**src/verilog/seq_pkg.sv**
```systemverilog
// constants, field layouts and carrier types for the logic-channel sequencer
// assumes a single 125 MHz system clock and a synchronous active-low reset
package seq_pkg;

   // ****************************************
   // timing
   // ****************************************
   localparam int SYS_CLK_PERIOD_NS = 8;
   localparam int FIXED_OVERHEAD_CYC = 2;
   localparam int DLY_11_NS          = 16500;
   localparam int DLY_14_NS          = 33400;
   localparam int DLY_STEP_NS        = 1500;
   localparam int DLY_11_CYC   = (DLY_11_NS + SYS_CLK_PERIOD_NS - 1) / SYS_CLK_PERIOD_NS;
   localparam int DLY_14_CYC   = (DLY_14_NS + SYS_CLK_PERIOD_NS - 1) / SYS_CLK_PERIOD_NS;
   localparam int DLY_STEP_CYC = (DLY_STEP_NS + SYS_CLK_PERIOD_NS - 1) / SYS_CLK_PERIOD_NS;
   localparam int RATE_SPS_12K = 12000;
   localparam int RATE_SPS_24K = 24000;
   localparam int RATE_SPS_6K  = 6000;
   localparam int RATE_SPS_50  = 50;
   localparam int CONV_CYC_12K = 1_000_000_000 / (RATE_SPS_12K * SYS_CLK_PERIOD_NS);
   localparam int CONV_CYC_24K = 1_000_000_000 / (RATE_SPS_24K * SYS_CLK_PERIOD_NS);
   localparam int CONV_CYC_6K  = 1_000_000_000 / (RATE_SPS_6K * SYS_CLK_PERIOD_NS);
   localparam int CONV_CYC_50  = 1_000_000_000 / (RATE_SPS_50 * SYS_CLK_PERIOD_NS);

   // ****************************************
   // codes
   // ****************************************
   localparam logic [4:0] RATE_CODE_12K = 5'h05;
   localparam logic [4:0] RATE_CODE_24K = 5'h03;
   localparam logic [4:0] RATE_CODE_6K  = 5'h07;
   localparam logic [4:0] RATE_CODE_50  = 5'h0e;
   localparam logic [5:0] DLY_CODE_11   = 6'h0b;
   localparam logic [5:0] DLY_CODE_14   = 6'h0e;

   // ****************************************
   // register map and masks
   // ****************************************
   localparam int         NUM_SLOTS      = 16;
   localparam logic [1:0] WORD_ROUTE     = 2'h0;
   localparam logic [1:0] WORD_RATE      = 2'h1;
   localparam logic [1:0] WORD_DELAY     = 2'h2;
   localparam logic [6:0] ADDR_SEQ_MASK  = 7'h40;
   localparam logic [6:0] ADDR_SEQ_CTRL  = 7'h41;
   localparam logic [15:0] MASK_ROUTE    = 16'hffff;
   localparam logic [15:0] MASK_RATE     = 16'hffff;
   localparam logic [15:0] MASK_DELAY    = 16'hff80;
   localparam logic [15:0] CFG_RESET     = 16'h0000;
   localparam int SPI_FRAME_BITS = 24;
   localparam int SPI_CMD_BITS   = 8;

   // ****************************************
   // types
   // ****************************************
   typedef enum logic [1:0] {FILT_FOURTH_ORDER_SINC, FILT_FOURTH_ORDER_SINC_FIRST_ORDER_SINC, FILT_OTHER} filter_sel_t;

   typedef struct packed {
      logic [3:0]  positive_input_select;
      logic [3:0]  negative_input_select;
      logic [2:0]  gain_code;
      logic        high_voltage_path_select;
      logic [2:0]  internal_signal_select;
      logic        tempco_correction_disable;
      logic [3:0]  calibration_set_select;
      logic [3:0]  alarm_threshold_select;
      logic [4:0]  data_rate_code;
      logic [2:0]  filter_type;
      logic [5:0]  preconversion_delay_code;
      logic        normal_settling_option;
      logic        filter_reset_option;
      logic        chopping_enable;
      logic [7:0]  gain_tenths;
      filter_sel_t filter;
   } slot_cfg_t;

   typedef struct packed {
      logic        wr;
      logic [6:0]  addr;
      logic [15:0] wdata;
   } spi_req_t;

   // gain in tenths; unlisted codes give zero
   function automatic logic [7:0] gain_tenths(input logic [2:0] code);
      case (code)
         3'h0:    gain_tenths = 8'h02;
         3'h1:    gain_tenths = 8'h04;
         3'h4:    gain_tenths = 8'h14;
         3'h7:    gain_tenths = 8'ha0;
         default: gain_tenths = 8'h00;
      endcase
   endfunction : gain_tenths

   function automatic slot_cfg_t cfg_from_words(input logic [15:0] w0,
                                                input logic [15:0] w1,
                                                input logic [15:0] w2);
      slot_cfg_t c;
      c.positive_input_select     = w0[15:12];
      c.negative_input_select     = w0[11:8];
      c.gain_code                 = w0[7:5];
      c.high_voltage_path_select  = w0[4];
      c.internal_signal_select    = w0[3:1];
      c.tempco_correction_disable = w0[0];
      c.calibration_set_select    = w1[15:12];
      c.alarm_threshold_select    = w1[11:8];
      c.data_rate_code            = w1[7:3];
      c.filter_type               = w1[2:0];
      c.preconversion_delay_code  = w2[15:10];
      c.normal_settling_option    = w2[9];
      c.filter_reset_option       = w2[8];
      c.chopping_enable           = w2[7];
      c.gain_tenths               = gain_tenths(w0[7:5]);
      case (w1[2:0])
         3'h0:    c.filter = FILT_FOURTH_ORDER_SINC;
         3'h1:    c.filter = FILT_FOURTH_ORDER_SINC_FIRST_ORDER_SINC;
         default: c.filter = FILT_OTHER;
      endcase
      return c;
   endfunction : cfg_from_words

endpackage : seq_pkg

```
**src/verilog/adc_logic_channel_sequencer.sv**
```systemverilog
// slot configuration store and multichannel reading sequencer
// assumes host writes over the serial port and honours the switching time in each delay
module adc_logic_channel_sequencer
   import seq_pkg::*;
#(
   parameter int DLY_CYC_14    = DLY_14_CYC,
   parameter int CONV_12K      = CONV_CYC_12K,
   parameter int CONV_24K      = CONV_CYC_24K,
   parameter int CONV_6K       = CONV_CYC_6K,
   parameter int CONV_50       = CONV_CYC_50,
   parameter int CONV_OTHER    = CONV_CYC_12K
)
(
   input  wire logic  sys_clk,
   input  wire logic  nrst,
   input  wire logic  spi_sclk,
   input  wire logic  spi_cs_n,
   input  wire logic  spi_mosi,
   output logic       spi_miso_o,
   output logic       spi_miso_oe,
   output slot_cfg_t  active_cfg,
   output logic [3:0] active_slot,
   output logic       seq_busy,
   output logic       settle_phase,
   output logic       conv_phase,
   output logic       reading_done
);

   // ****************************************
   // register port
   // ****************************************
   spi_req_t    req;
   logic        req_valid;
   logic [6:0]  rd_addr;
   logic [15:0] rd_data;

   spi_reg_port u_port (
      .sys_clk     (sys_clk),
      .nrst        (nrst),
      .spi_sclk    (spi_sclk),
      .spi_cs_n    (spi_cs_n),
      .spi_mosi    (spi_mosi),
      .spi_miso_o  (spi_miso_o),
      .spi_miso_oe (spi_miso_oe),
      .req         (req),
      .req_valid   (req_valid),
      .rd_addr     (rd_addr),
      .rd_data     (rd_data)
   );

   // ****************************************
   // slot store
   // ****************************************
   logic [15:0] route_r [NUM_SLOTS];
   logic [15:0] rate_r  [NUM_SLOTS];
   logic [15:0] delay_r [NUM_SLOTS];
   logic [15:0] route_nxt [NUM_SLOTS];
   logic [15:0] rate_nxt  [NUM_SLOTS];
   logic [15:0] delay_nxt [NUM_SLOTS];
   logic [15:0] mask_r, mask_nxt;
   logic        start;

   typedef enum {S_IDLE, S_FIXED, S_DELAY, S_CONV} seq_state_t;
   seq_state_t state_r, state_nxt;

   always_comb
   begin
      route_nxt = route_r;
      rate_nxt  = rate_r;
      delay_nxt = delay_r;
      mask_nxt  = mask_r;
      start     = 1'b0;
      if (req_valid && req.wr)
      begin
         if (!req.addr[6])
         begin
            case (req.addr[1:0])
               WORD_ROUTE: route_nxt[req.addr[5:2]] = req.wdata & MASK_ROUTE;
               WORD_RATE:  rate_nxt[req.addr[5:2]]  = req.wdata & MASK_RATE;
               WORD_DELAY: delay_nxt[req.addr[5:2]] = req.wdata & MASK_DELAY;
               default:    ;
            endcase
         end
         else if (req.addr == ADDR_SEQ_MASK)
            mask_nxt = req.wdata;
         else if (req.addr == ADDR_SEQ_CTRL)
            start = req.wdata[0];
      end
   end

   always_comb
   begin
      rd_data = 16'h0000;
      if (!rd_addr[6])
      begin
         case (rd_addr[1:0])
            WORD_ROUTE: rd_data = route_r[rd_addr[5:2]];
            WORD_RATE:  rd_data = rate_r[rd_addr[5:2]];
            WORD_DELAY: rd_data = delay_r[rd_addr[5:2]];
            default:    rd_data = 16'h0000;
         endcase
      end
      else if (rd_addr == ADDR_SEQ_MASK)
         rd_data = mask_r;
      else if (rd_addr == ADDR_SEQ_CTRL)
         rd_data = {10'h000, active_slot, 1'b0, seq_busy};
   end

   always_ff @(posedge sys_clk)
   begin
      if (!nrst)
      begin
         for (int i = 0; i < NUM_SLOTS; i++)
         begin
            route_r[i] <= CFG_RESET;
            rate_r[i]  <= CFG_RESET;
            delay_r[i] <= CFG_RESET;
         end
         mask_r <= 16'h0000;
      end
      else
      begin
         route_r <= route_nxt;
         rate_r  <= rate_nxt;
         delay_r <= delay_nxt;
         mask_r  <= mask_nxt;
      end
   end

   // ****************************************
   // timing lookups
   // ****************************************
   function automatic logic [23:0] delay_cyc(input logic [5:0] code);
      if (code == DLY_CODE_11)
         delay_cyc = 24'(DLY_11_CYC);
      else if (code == DLY_CODE_14)
         delay_cyc = 24'(DLY_CYC_14);
      else
         delay_cyc = 24'(code) * 24'(DLY_STEP_CYC);
   endfunction : delay_cyc

   function automatic logic [23:0] conv_cyc(input logic [4:0] code);
      case (code)
         RATE_CODE_12K: conv_cyc = 24'(CONV_12K);
         RATE_CODE_24K: conv_cyc = 24'(CONV_24K);
         RATE_CODE_6K:  conv_cyc = 24'(CONV_6K);
         RATE_CODE_50:  conv_cyc = 24'(CONV_50);
         default:       conv_cyc = 24'(CONV_OTHER);
      endcase
   endfunction : conv_cyc

   // lowest enabled slot strictly above 'from' (or from zero when first)
   function automatic logic [4:0] find_slot(input logic [15:0] m, input logic [3:0] from,
                                            input logic first);
      find_slot = 5'h10;
      for (int i = NUM_SLOTS - 1; i >= 0; i--)
         if (m[i] && (first || (i > int'(from))))
            find_slot = 5'(i);
   endfunction : find_slot

   // ****************************************
   // sequencer
   // ****************************************
   logic [23:0] cnt_r, cnt_nxt;
   logic [3:0]  slot_r, slot_nxt;
   slot_cfg_t   cfg_r, cfg_nxt;
   logic        done_r, done_nxt;
   logic [4:0]  pick;
   logic [23:0] dly;

   always_comb
   begin
      state_nxt = state_r;
      cnt_nxt   = cnt_r;
      slot_nxt  = slot_r;
      cfg_nxt   = cfg_r;
      done_nxt  = 1'b0;
      pick      = find_slot(mask_r, slot_r, state_r == S_IDLE);
      dly       = delay_cyc(delay_r[pick[3:0]][15:10]);
      case (state_r)
         S_IDLE:
            if (start && !pick[4])
            begin
               slot_nxt  = pick[3:0];
               cfg_nxt   = cfg_from_words(route_r[pick[3:0]], rate_r[pick[3:0]],
                                          delay_r[pick[3:0]]);
               cnt_nxt   = 24'(FIXED_OVERHEAD_CYC - 1);
               state_nxt = S_FIXED;
            end
         S_FIXED:
            if (cnt_r == 24'h00_0000)
            begin
               cnt_nxt   = delay_cyc(cfg_r.preconversion_delay_code);
               state_nxt = (cnt_nxt == 24'h00_0000) ? S_CONV : S_DELAY;
               if (cnt_nxt == 24'h00_0000)
                  cnt_nxt = conv_cyc(cfg_r.data_rate_code) - 24'h00_0001;
               else
                  cnt_nxt = cnt_nxt - 24'h00_0001;
            end
            else
               cnt_nxt = cnt_r - 24'h00_0001;
         S_DELAY:
            if (cnt_r == 24'h00_0000)
            begin
               cnt_nxt   = conv_cyc(cfg_r.data_rate_code) - 24'h00_0001;
               state_nxt = S_CONV;
            end
            else
               cnt_nxt = cnt_r - 24'h00_0001;
         S_CONV:
            if (cnt_r == 24'h00_0000)
            begin
               done_nxt = 1'b1;
               if (pick[4])
                  state_nxt = S_IDLE;
               else
               begin
                  slot_nxt = pick[3:0];
                  cfg_nxt  = cfg_from_words(route_r[pick[3:0]], rate_r[pick[3:0]],
                                            delay_r[pick[3:0]]);
                  if (dly == 24'h00_0000)
                  begin
                     cnt_nxt   = conv_cyc(rate_r[pick[3:0]][7:3]) - 24'h00_0001;
                     state_nxt = S_CONV;
                  end
                  else
                  begin
                     cnt_nxt   = dly - 24'h00_0001;
                     state_nxt = S_DELAY;
                  end
               end
            end
            else
               cnt_nxt = cnt_r - 24'h00_0001;
         default:
            state_nxt = S_IDLE;
      endcase
   end

   always_ff @(posedge sys_clk)
   begin
      if (!nrst)
      begin
         state_r <= S_IDLE;
         cnt_r   <= 24'h00_0000;
         slot_r  <= 4'h0;
         cfg_r   <= '0;
         done_r  <= 1'b0;
      end
      else
      begin
         state_r <= state_nxt;
         cnt_r   <= cnt_nxt;
         slot_r  <= slot_nxt;
         cfg_r   <= cfg_nxt;
         done_r  <= done_nxt;
      end
   end

   assign active_cfg   = cfg_r;
   assign active_slot  = slot_r;
   assign seq_busy     = (state_r != S_IDLE);
   assign settle_phase = (state_r == S_DELAY);
   assign conv_phase   = (state_r == S_CONV);
   assign reading_done = done_r;

endmodule : adc_logic_channel_sequencer

```
**src/verilog/spi_reg_port.sv**
```systemverilog
// serial register port: 24-bit frames, mode 0, msb first
// assumes pins are asynchronous and sclk half period is at least 4 sys_clk cycles
module spi_reg_port
   import seq_pkg::*;
(
   input  wire logic        sys_clk,
   input  wire logic        nrst,
   input  wire logic        spi_sclk,
   input  wire logic        spi_cs_n,
   input  wire logic        spi_mosi,
   output logic             spi_miso_o,
   output logic             spi_miso_oe,
   output spi_req_t         req,
   output logic             req_valid,
   output logic [6:0]       rd_addr,
   input  wire logic [15:0] rd_data
);

   // ****************************************
   // pin synchronisers
   // ****************************************
   logic [2:0] sclk_r, cs_n_r;
   logic [1:0] mosi_r;
   always_ff @(posedge sys_clk)
   begin
      if (!nrst)
      begin
         sclk_r <= 3'h0;
         cs_n_r <= 3'h7;
         mosi_r <= 2'h0;
      end
      else
      begin
         sclk_r <= {sclk_r[1:0], spi_sclk};
         cs_n_r <= {cs_n_r[1:0], spi_cs_n};
         mosi_r <= {mosi_r[0], spi_mosi};
      end
   end

   // ****************************************
   // frame shifter
   // ****************************************
   logic [22:0] sh_r, sh_nxt;
   logic [4:0]  cnt_r, cnt_nxt;
   logic [15:0] tx_r, tx_nxt;
   logic        pend_r, pend_nxt, miso_r, miso_nxt, vld_r, vld_nxt;
   logic [6:0]  addr_r, addr_nxt;
   spi_req_t    req_r, req_nxt;
   logic        rise, fall, active;
   logic [23:0] frame;

   always_comb
   begin
      rise     = sclk_r[1] & ~sclk_r[2];
      fall     = ~sclk_r[1] & sclk_r[2];
      active   = ~cs_n_r[1];
      frame    = {sh_r, mosi_r[1]};
      sh_nxt   = sh_r;
      cnt_nxt  = cnt_r;
      tx_nxt   = tx_r;
      pend_nxt = 1'b0;
      miso_nxt = miso_r;
      vld_nxt  = 1'b0;
      addr_nxt = addr_r;
      req_nxt  = req_r;
      if (!active)
      begin
         cnt_nxt  = 5'h00;
         tx_nxt   = 16'h0000;
         miso_nxt = 1'b0;
      end
      else
      begin
         if (pend_r)
            tx_nxt = rd_data;
         if (rise)
         begin
            sh_nxt  = frame[22:0];
            cnt_nxt = cnt_r + 5'h01;
            if (cnt_r == 5'(SPI_CMD_BITS - 1))
            begin
               addr_nxt = frame[6:0];
               pend_nxt = frame[7];
            end
            if (cnt_r == 5'(SPI_FRAME_BITS - 1))
            begin
               cnt_nxt       = 5'h00;
               req_nxt.wr    = ~frame[23];
               req_nxt.addr  = frame[22:16];
               req_nxt.wdata = frame[15:0];
               vld_nxt       = ~frame[23];
            end
         end
         else if (fall)
         begin
            miso_nxt = tx_r[15];
            tx_nxt   = {tx_r[14:0], 1'b0};
         end
      end
   end

   always_ff @(posedge sys_clk)
   begin
      if (!nrst)
      begin
         sh_r   <= 23'h00_0000;
         cnt_r  <= 5'h00;
         tx_r   <= 16'h0000;
         pend_r <= 1'b0;
         miso_r <= 1'b0;
         vld_r  <= 1'b0;
         addr_r <= 7'h00;
         req_r  <= '0;
      end
      else
      begin
         sh_r   <= sh_nxt;
         cnt_r  <= cnt_nxt;
         tx_r   <= tx_nxt;
         pend_r <= pend_nxt;
         miso_r <= miso_nxt;
         vld_r  <= vld_nxt;
         addr_r <= addr_nxt;
         req_r  <= req_nxt;
      end
   end

   assign spi_miso_o  = miso_r;
   assign spi_miso_oe = ~cs_n_r[1];
   assign req         = req_r;
   assign req_valid   = vld_r;
   assign rd_addr     = addr_r;

endmodule : spi_reg_port
```
**config.mk**
```make
export PLATFORM = sky130hd
export DESIGN_NAME = adc_logic_channel_sequencer
export DESIGN_NICKNAME = d
export VERILOG_FILES = /design/src/verilog/seq_pkg.sv /design/src/verilog/adc_logic_channel_sequencer.sv /design/src/verilog/spi_reg_port.sv
export SDC_FILE = /design/constraint.sdc
export NUM_CORES = 2
export LEC_CHECK = 0
export ABC_AREA = 1
export BUFFER_PORTS_ARGS = -buffer_cell sky130_fd_sc_hd__buf_4
export CAP_MARGIN = 10
export CORE_UTILIZATION = 35
export CTS_CLUSTER_DIAMETER = 200
export DETAILED_ROUTE_END_ITERATION = 6
export PLACE_DENSITY = 0.47
export SYNTH_ARGS = -nofsm -noshare
export SYNTH_HDL_FRONTEND = slang
export SYNTH_SLANG_ARGS = --single-unit
export TNS_END_PERCENT = 1
```
**constraint.sdc**
```tcl
create_clock -name sys_clk -period 6.85 [get_ports sys_clk]
set_input_delay 1.37 -clock sys_clk [delete_from_list [all_inputs] [get_ports sys_clk]]
set_output_delay 1.37 -clock sys_clk [all_outputs]
set_load 0.03 [all_outputs]
```
==> results.sh <==
export IMPL_outcome="finished with violations"
export IMPL_violations="DRC"
export IMPL_route_layer_met1_wl_um=81700
export IMPL_p_per_area_nw_per_um2=260.7
export IMPL_drv_cap=0
export IMPL_utilization_pct=40.16
export IMPL_postRouteAntennaNets=0
export IMPL_die_x_um=356.1
export IMPL_fp_row_count=129
export IMPL_yosysWarnings=0
export IMPL_clk_path_buf_depth=3
export IMPL_hp_start="u_port.cs_n_r[0]"
export IMPL_finalNetCount=6216
export IMPL_synth_edf_count=0
export IMPL_p_leak_nw=19.43
export IMPL_cts_tree="done"
export IMPL_clockPowerShare_pct=44.0
export IMPL_vias=44510
export IMPL_clkTransAtPathRegs_ps=60
export IMPL_setup_viol=0
export IMPL_dp_cells=7655
export IMPL_skew_ps=49.99
export IMPL_cpPeakStageDelay_ps=470
export IMPL_reg2reg_from="active_slot[3]"
export IMPL_critPathMaxFanout=11
export IMPL_path_common_cell="inv_1"
export IMPL_start_util_pct=35.37
export IMPL_arrival_ps=7400
export IMPL_synth_top_area_share_pct=38.08
export IMPL_rsz0062_at_grt="yes"
export IMPL_wl_met3_um=10270
export IMPL_dpl_cell_area_um2=46170
export IMPL_cts_root_buf="clkbuf_16"
export IMPL_holdBufCountCts=0
export IMPL_hold_viol=0
export IMPL_async_flop_share_pct=0
export IMPL_grt_pass1_wl_um=267200
export IMPL_highest_layer="met5"
export IMPL_power_mw=13.00
export IMPL_ios=66
export IMPL_grt_antenna_before_repair=5
export IMPL_slew_headroom_pct=14.06
export IMPL_critPathLaunchType="register"
export IMPL_clk_latency_ps=740
export IMPL_comb_power_share_pct=17.3
export IMPL_first_iter_violations=4427
export IMPL_hpwl_um=108900
export IMPL_vias_per_cell=5.670
export IMPL_max_clock_freq_mhz=147.7
export IMPL_maxSlewViolCount=0
export IMPL_wire_per_inst_um=22.85
export IMPL_seq_power_share_pct=38.6
export IMPL_grt_pass1_vias=40890
export IMPL_required_ps=7480
export IMPL_min_period_ps=6769
export IMPL_route_detailed_drc=4
export IMPL_worst_pin_slew_ps=1273
export IMPL_reg2reg_depth=52
export IMPL_ys_top_cells_by_count="1,366 x o21ai_0, 1,072 x a21oi_1, 835 x dfxtp_1"
export IMPL_pre_cts_slack_ps=-59.43
export IMPL_die_h_um=356.1
export IMPL_setup_tns_ps=0
export IMPL_grt_usage_pct=27.55
export IMPL_ys_types=60
export IMPL_yosys_register_bits=835
export IMPL_hold_path_endpoint="u_port.cs_n_r[1]"
export IMPL_place_port_buffers=62
export IMPL_crit_type="reg -> reg"
export IMPL_slowest_stage="fa_1"
export IMPL_avgSynthCellArea_um2=6.960
export IMPL_core_um2=124100
export IMPL_synthCells=6307
export IMPL_dieArea_um2=126800
export IMPL_switchingPower_mw=3.907
export IMPL_worst_slack_ps=80.54
export IMPL_fin_cells=7850
export IMPL_dr_wl_met2_um=80470
export IMPL_hold_class="reg -> reg"
export IMPL_holdPathStages=1
export IMPL_synth_most_common_cell="o21ai_0"
export IMPL_area_growth_pct=13.56
export IMPL_ff2ff_setup_slack_ps=80
export IMPL_wl_um=179300
export IMPL_final_area_um2=49850
export IMPL_period_share_pct=98.82
export IMPL_swShare_pct=30.06
export IMPL_cts_buffers=99
export IMPL_yosys_area_top_type="dfxtp_1"
export IMPL_n_fill_cell=13000
export IMPL_ys_top_cells_by_area="dfxtp_1 38%, o21ai_0 16%, a21oi_1 12%"
export IMPL_synth_flop_cell="dfxtp_1"
export IMPL_yosysSeqAreaShare_pct=38.08
export IMPL_drive_gt1_share_pct=9.596
export IMPL_syn_area_um2=43900
export IMPL_grt_max_degree=232
export IMPL_dr_pass1_iters=7
export IMPL_p_int_mw=9.089
export IMPL_overflow=0
export IMPL_hold_ws_ps=412.1
export IMPL_ir_drop_uv=243.0
export IMPL_cts_htree_levels=3
export IMPL_gp_congestion=0.8916
export IMPL_critPathCaptureType="register"
export IMPL_cts_sinks=835
export IMPL_r2r_end="cnt_r[6]"
## power groups by stage
stage                     combinational [mW]  clock (mW)  sequential [mW]
after floorplan                         1.34           0             5.23
after global placement                  2.23           0             5.13
after detailed placement                2.22           0             5.13
after CTS                               2.24        5.83             5.02
after global routing                    2.47        6.01             5.03
final                                   2.25        5.72             5.02
## critical path: cells and delay by family (launching register included)
kind	cells	cell delay (ps)
compound gates	9	1070
buf+inv	16	1590
simple gates	22	2080
fa+ha+maj	4	1420
xor+xnor	1	150
flops	1	360
## cell usage in the layout (no fill, tap or decap), types with 86 or more instances in the layout
cell type / netlist / final
o21ai_0: 1366 / 1364
o211ai_1: 202 / 202
nor2_1: 458 / 423
nand3_1: 294 / 289
a21oi_1: 1072 / 1070
nand2_1: 516 / 508
o221ai_1: 88 / 86
dfxtp_1: 835 / 825
inv_1: 518 / 510
clkbuf_16: 0 / 101
buf_4: 9 / 280
## registers in the layout, summed over array words and instances, names as in the netlist, 23 cells and up
register,flops
cnt_r,24
route_r,256
rate_r,256
u_port.sh_r,23
active_cfg,47
u_port.req,24
delay_r,144
## worst max-delay path by stage
stage | slack [ps] | end | depth (start not counted) | from
final | 80 | cnt_r[6] | 52 | active_slot[3]
after global routing | -710 | cnt_r[5] | 58 | active_slot[1]
after global placement | -80 | cnt_r[6] | 56 | active_slot[1]
after CTS | 7 | cnt_r[6] | 60 | active_slot[1]
after detailed placement | -60 | cnt_r[6] | 56 | active_slot[1]
after floorplan | -70 | cnt_r[13] | 64 | active_slot[2]
## cell families after synthesis
family / count (synthesis) / share of synthesized area (%)
AOI/OAI and AO/OA: 2884 / 35.62
and+or+nand+nor: 1355 / 13.09
buffers and inverters: 1115 / 9.825
DFF: 835 / 38.08
adders and majority gates: 82 / 2.679
xor gates and xnor gates: 35 / 0.6983
other: 1 / 0.008543
## metal layers
metal  up-vias  track usage, %
met3       301           3.141
met1     21170           38.24
met4         2           10.55
met2      1496           43.60
met5         -               0
li1      21540               -
## final cells by class
type	instances	area [µm²]	share of cell area [%]
diodes	2	5.005	0.01004
clock buffers	140	2843	5.702
clock inverters	43	644.4	1.293
inverters	538	2041	4.094
multi-input cells	4360	23150	46.44
flip-flops and latches	835	16740	33.59
well taps	1637	2048	4.109
repair buffers	295	2376	4.766
## repair_timing
| item | 4_1_cts | 5_1_grt |
|---|---|---|
| setup endpoints to repair | 9 | 19 |
| pin swaps | 4 | 17 |
| cloned | 1 | 1 |
| gates resized for setup | 3 | 22 |
| buffers inserted | 1 | 7 |
Note: power is estimated with default switching activity, not from simulation.
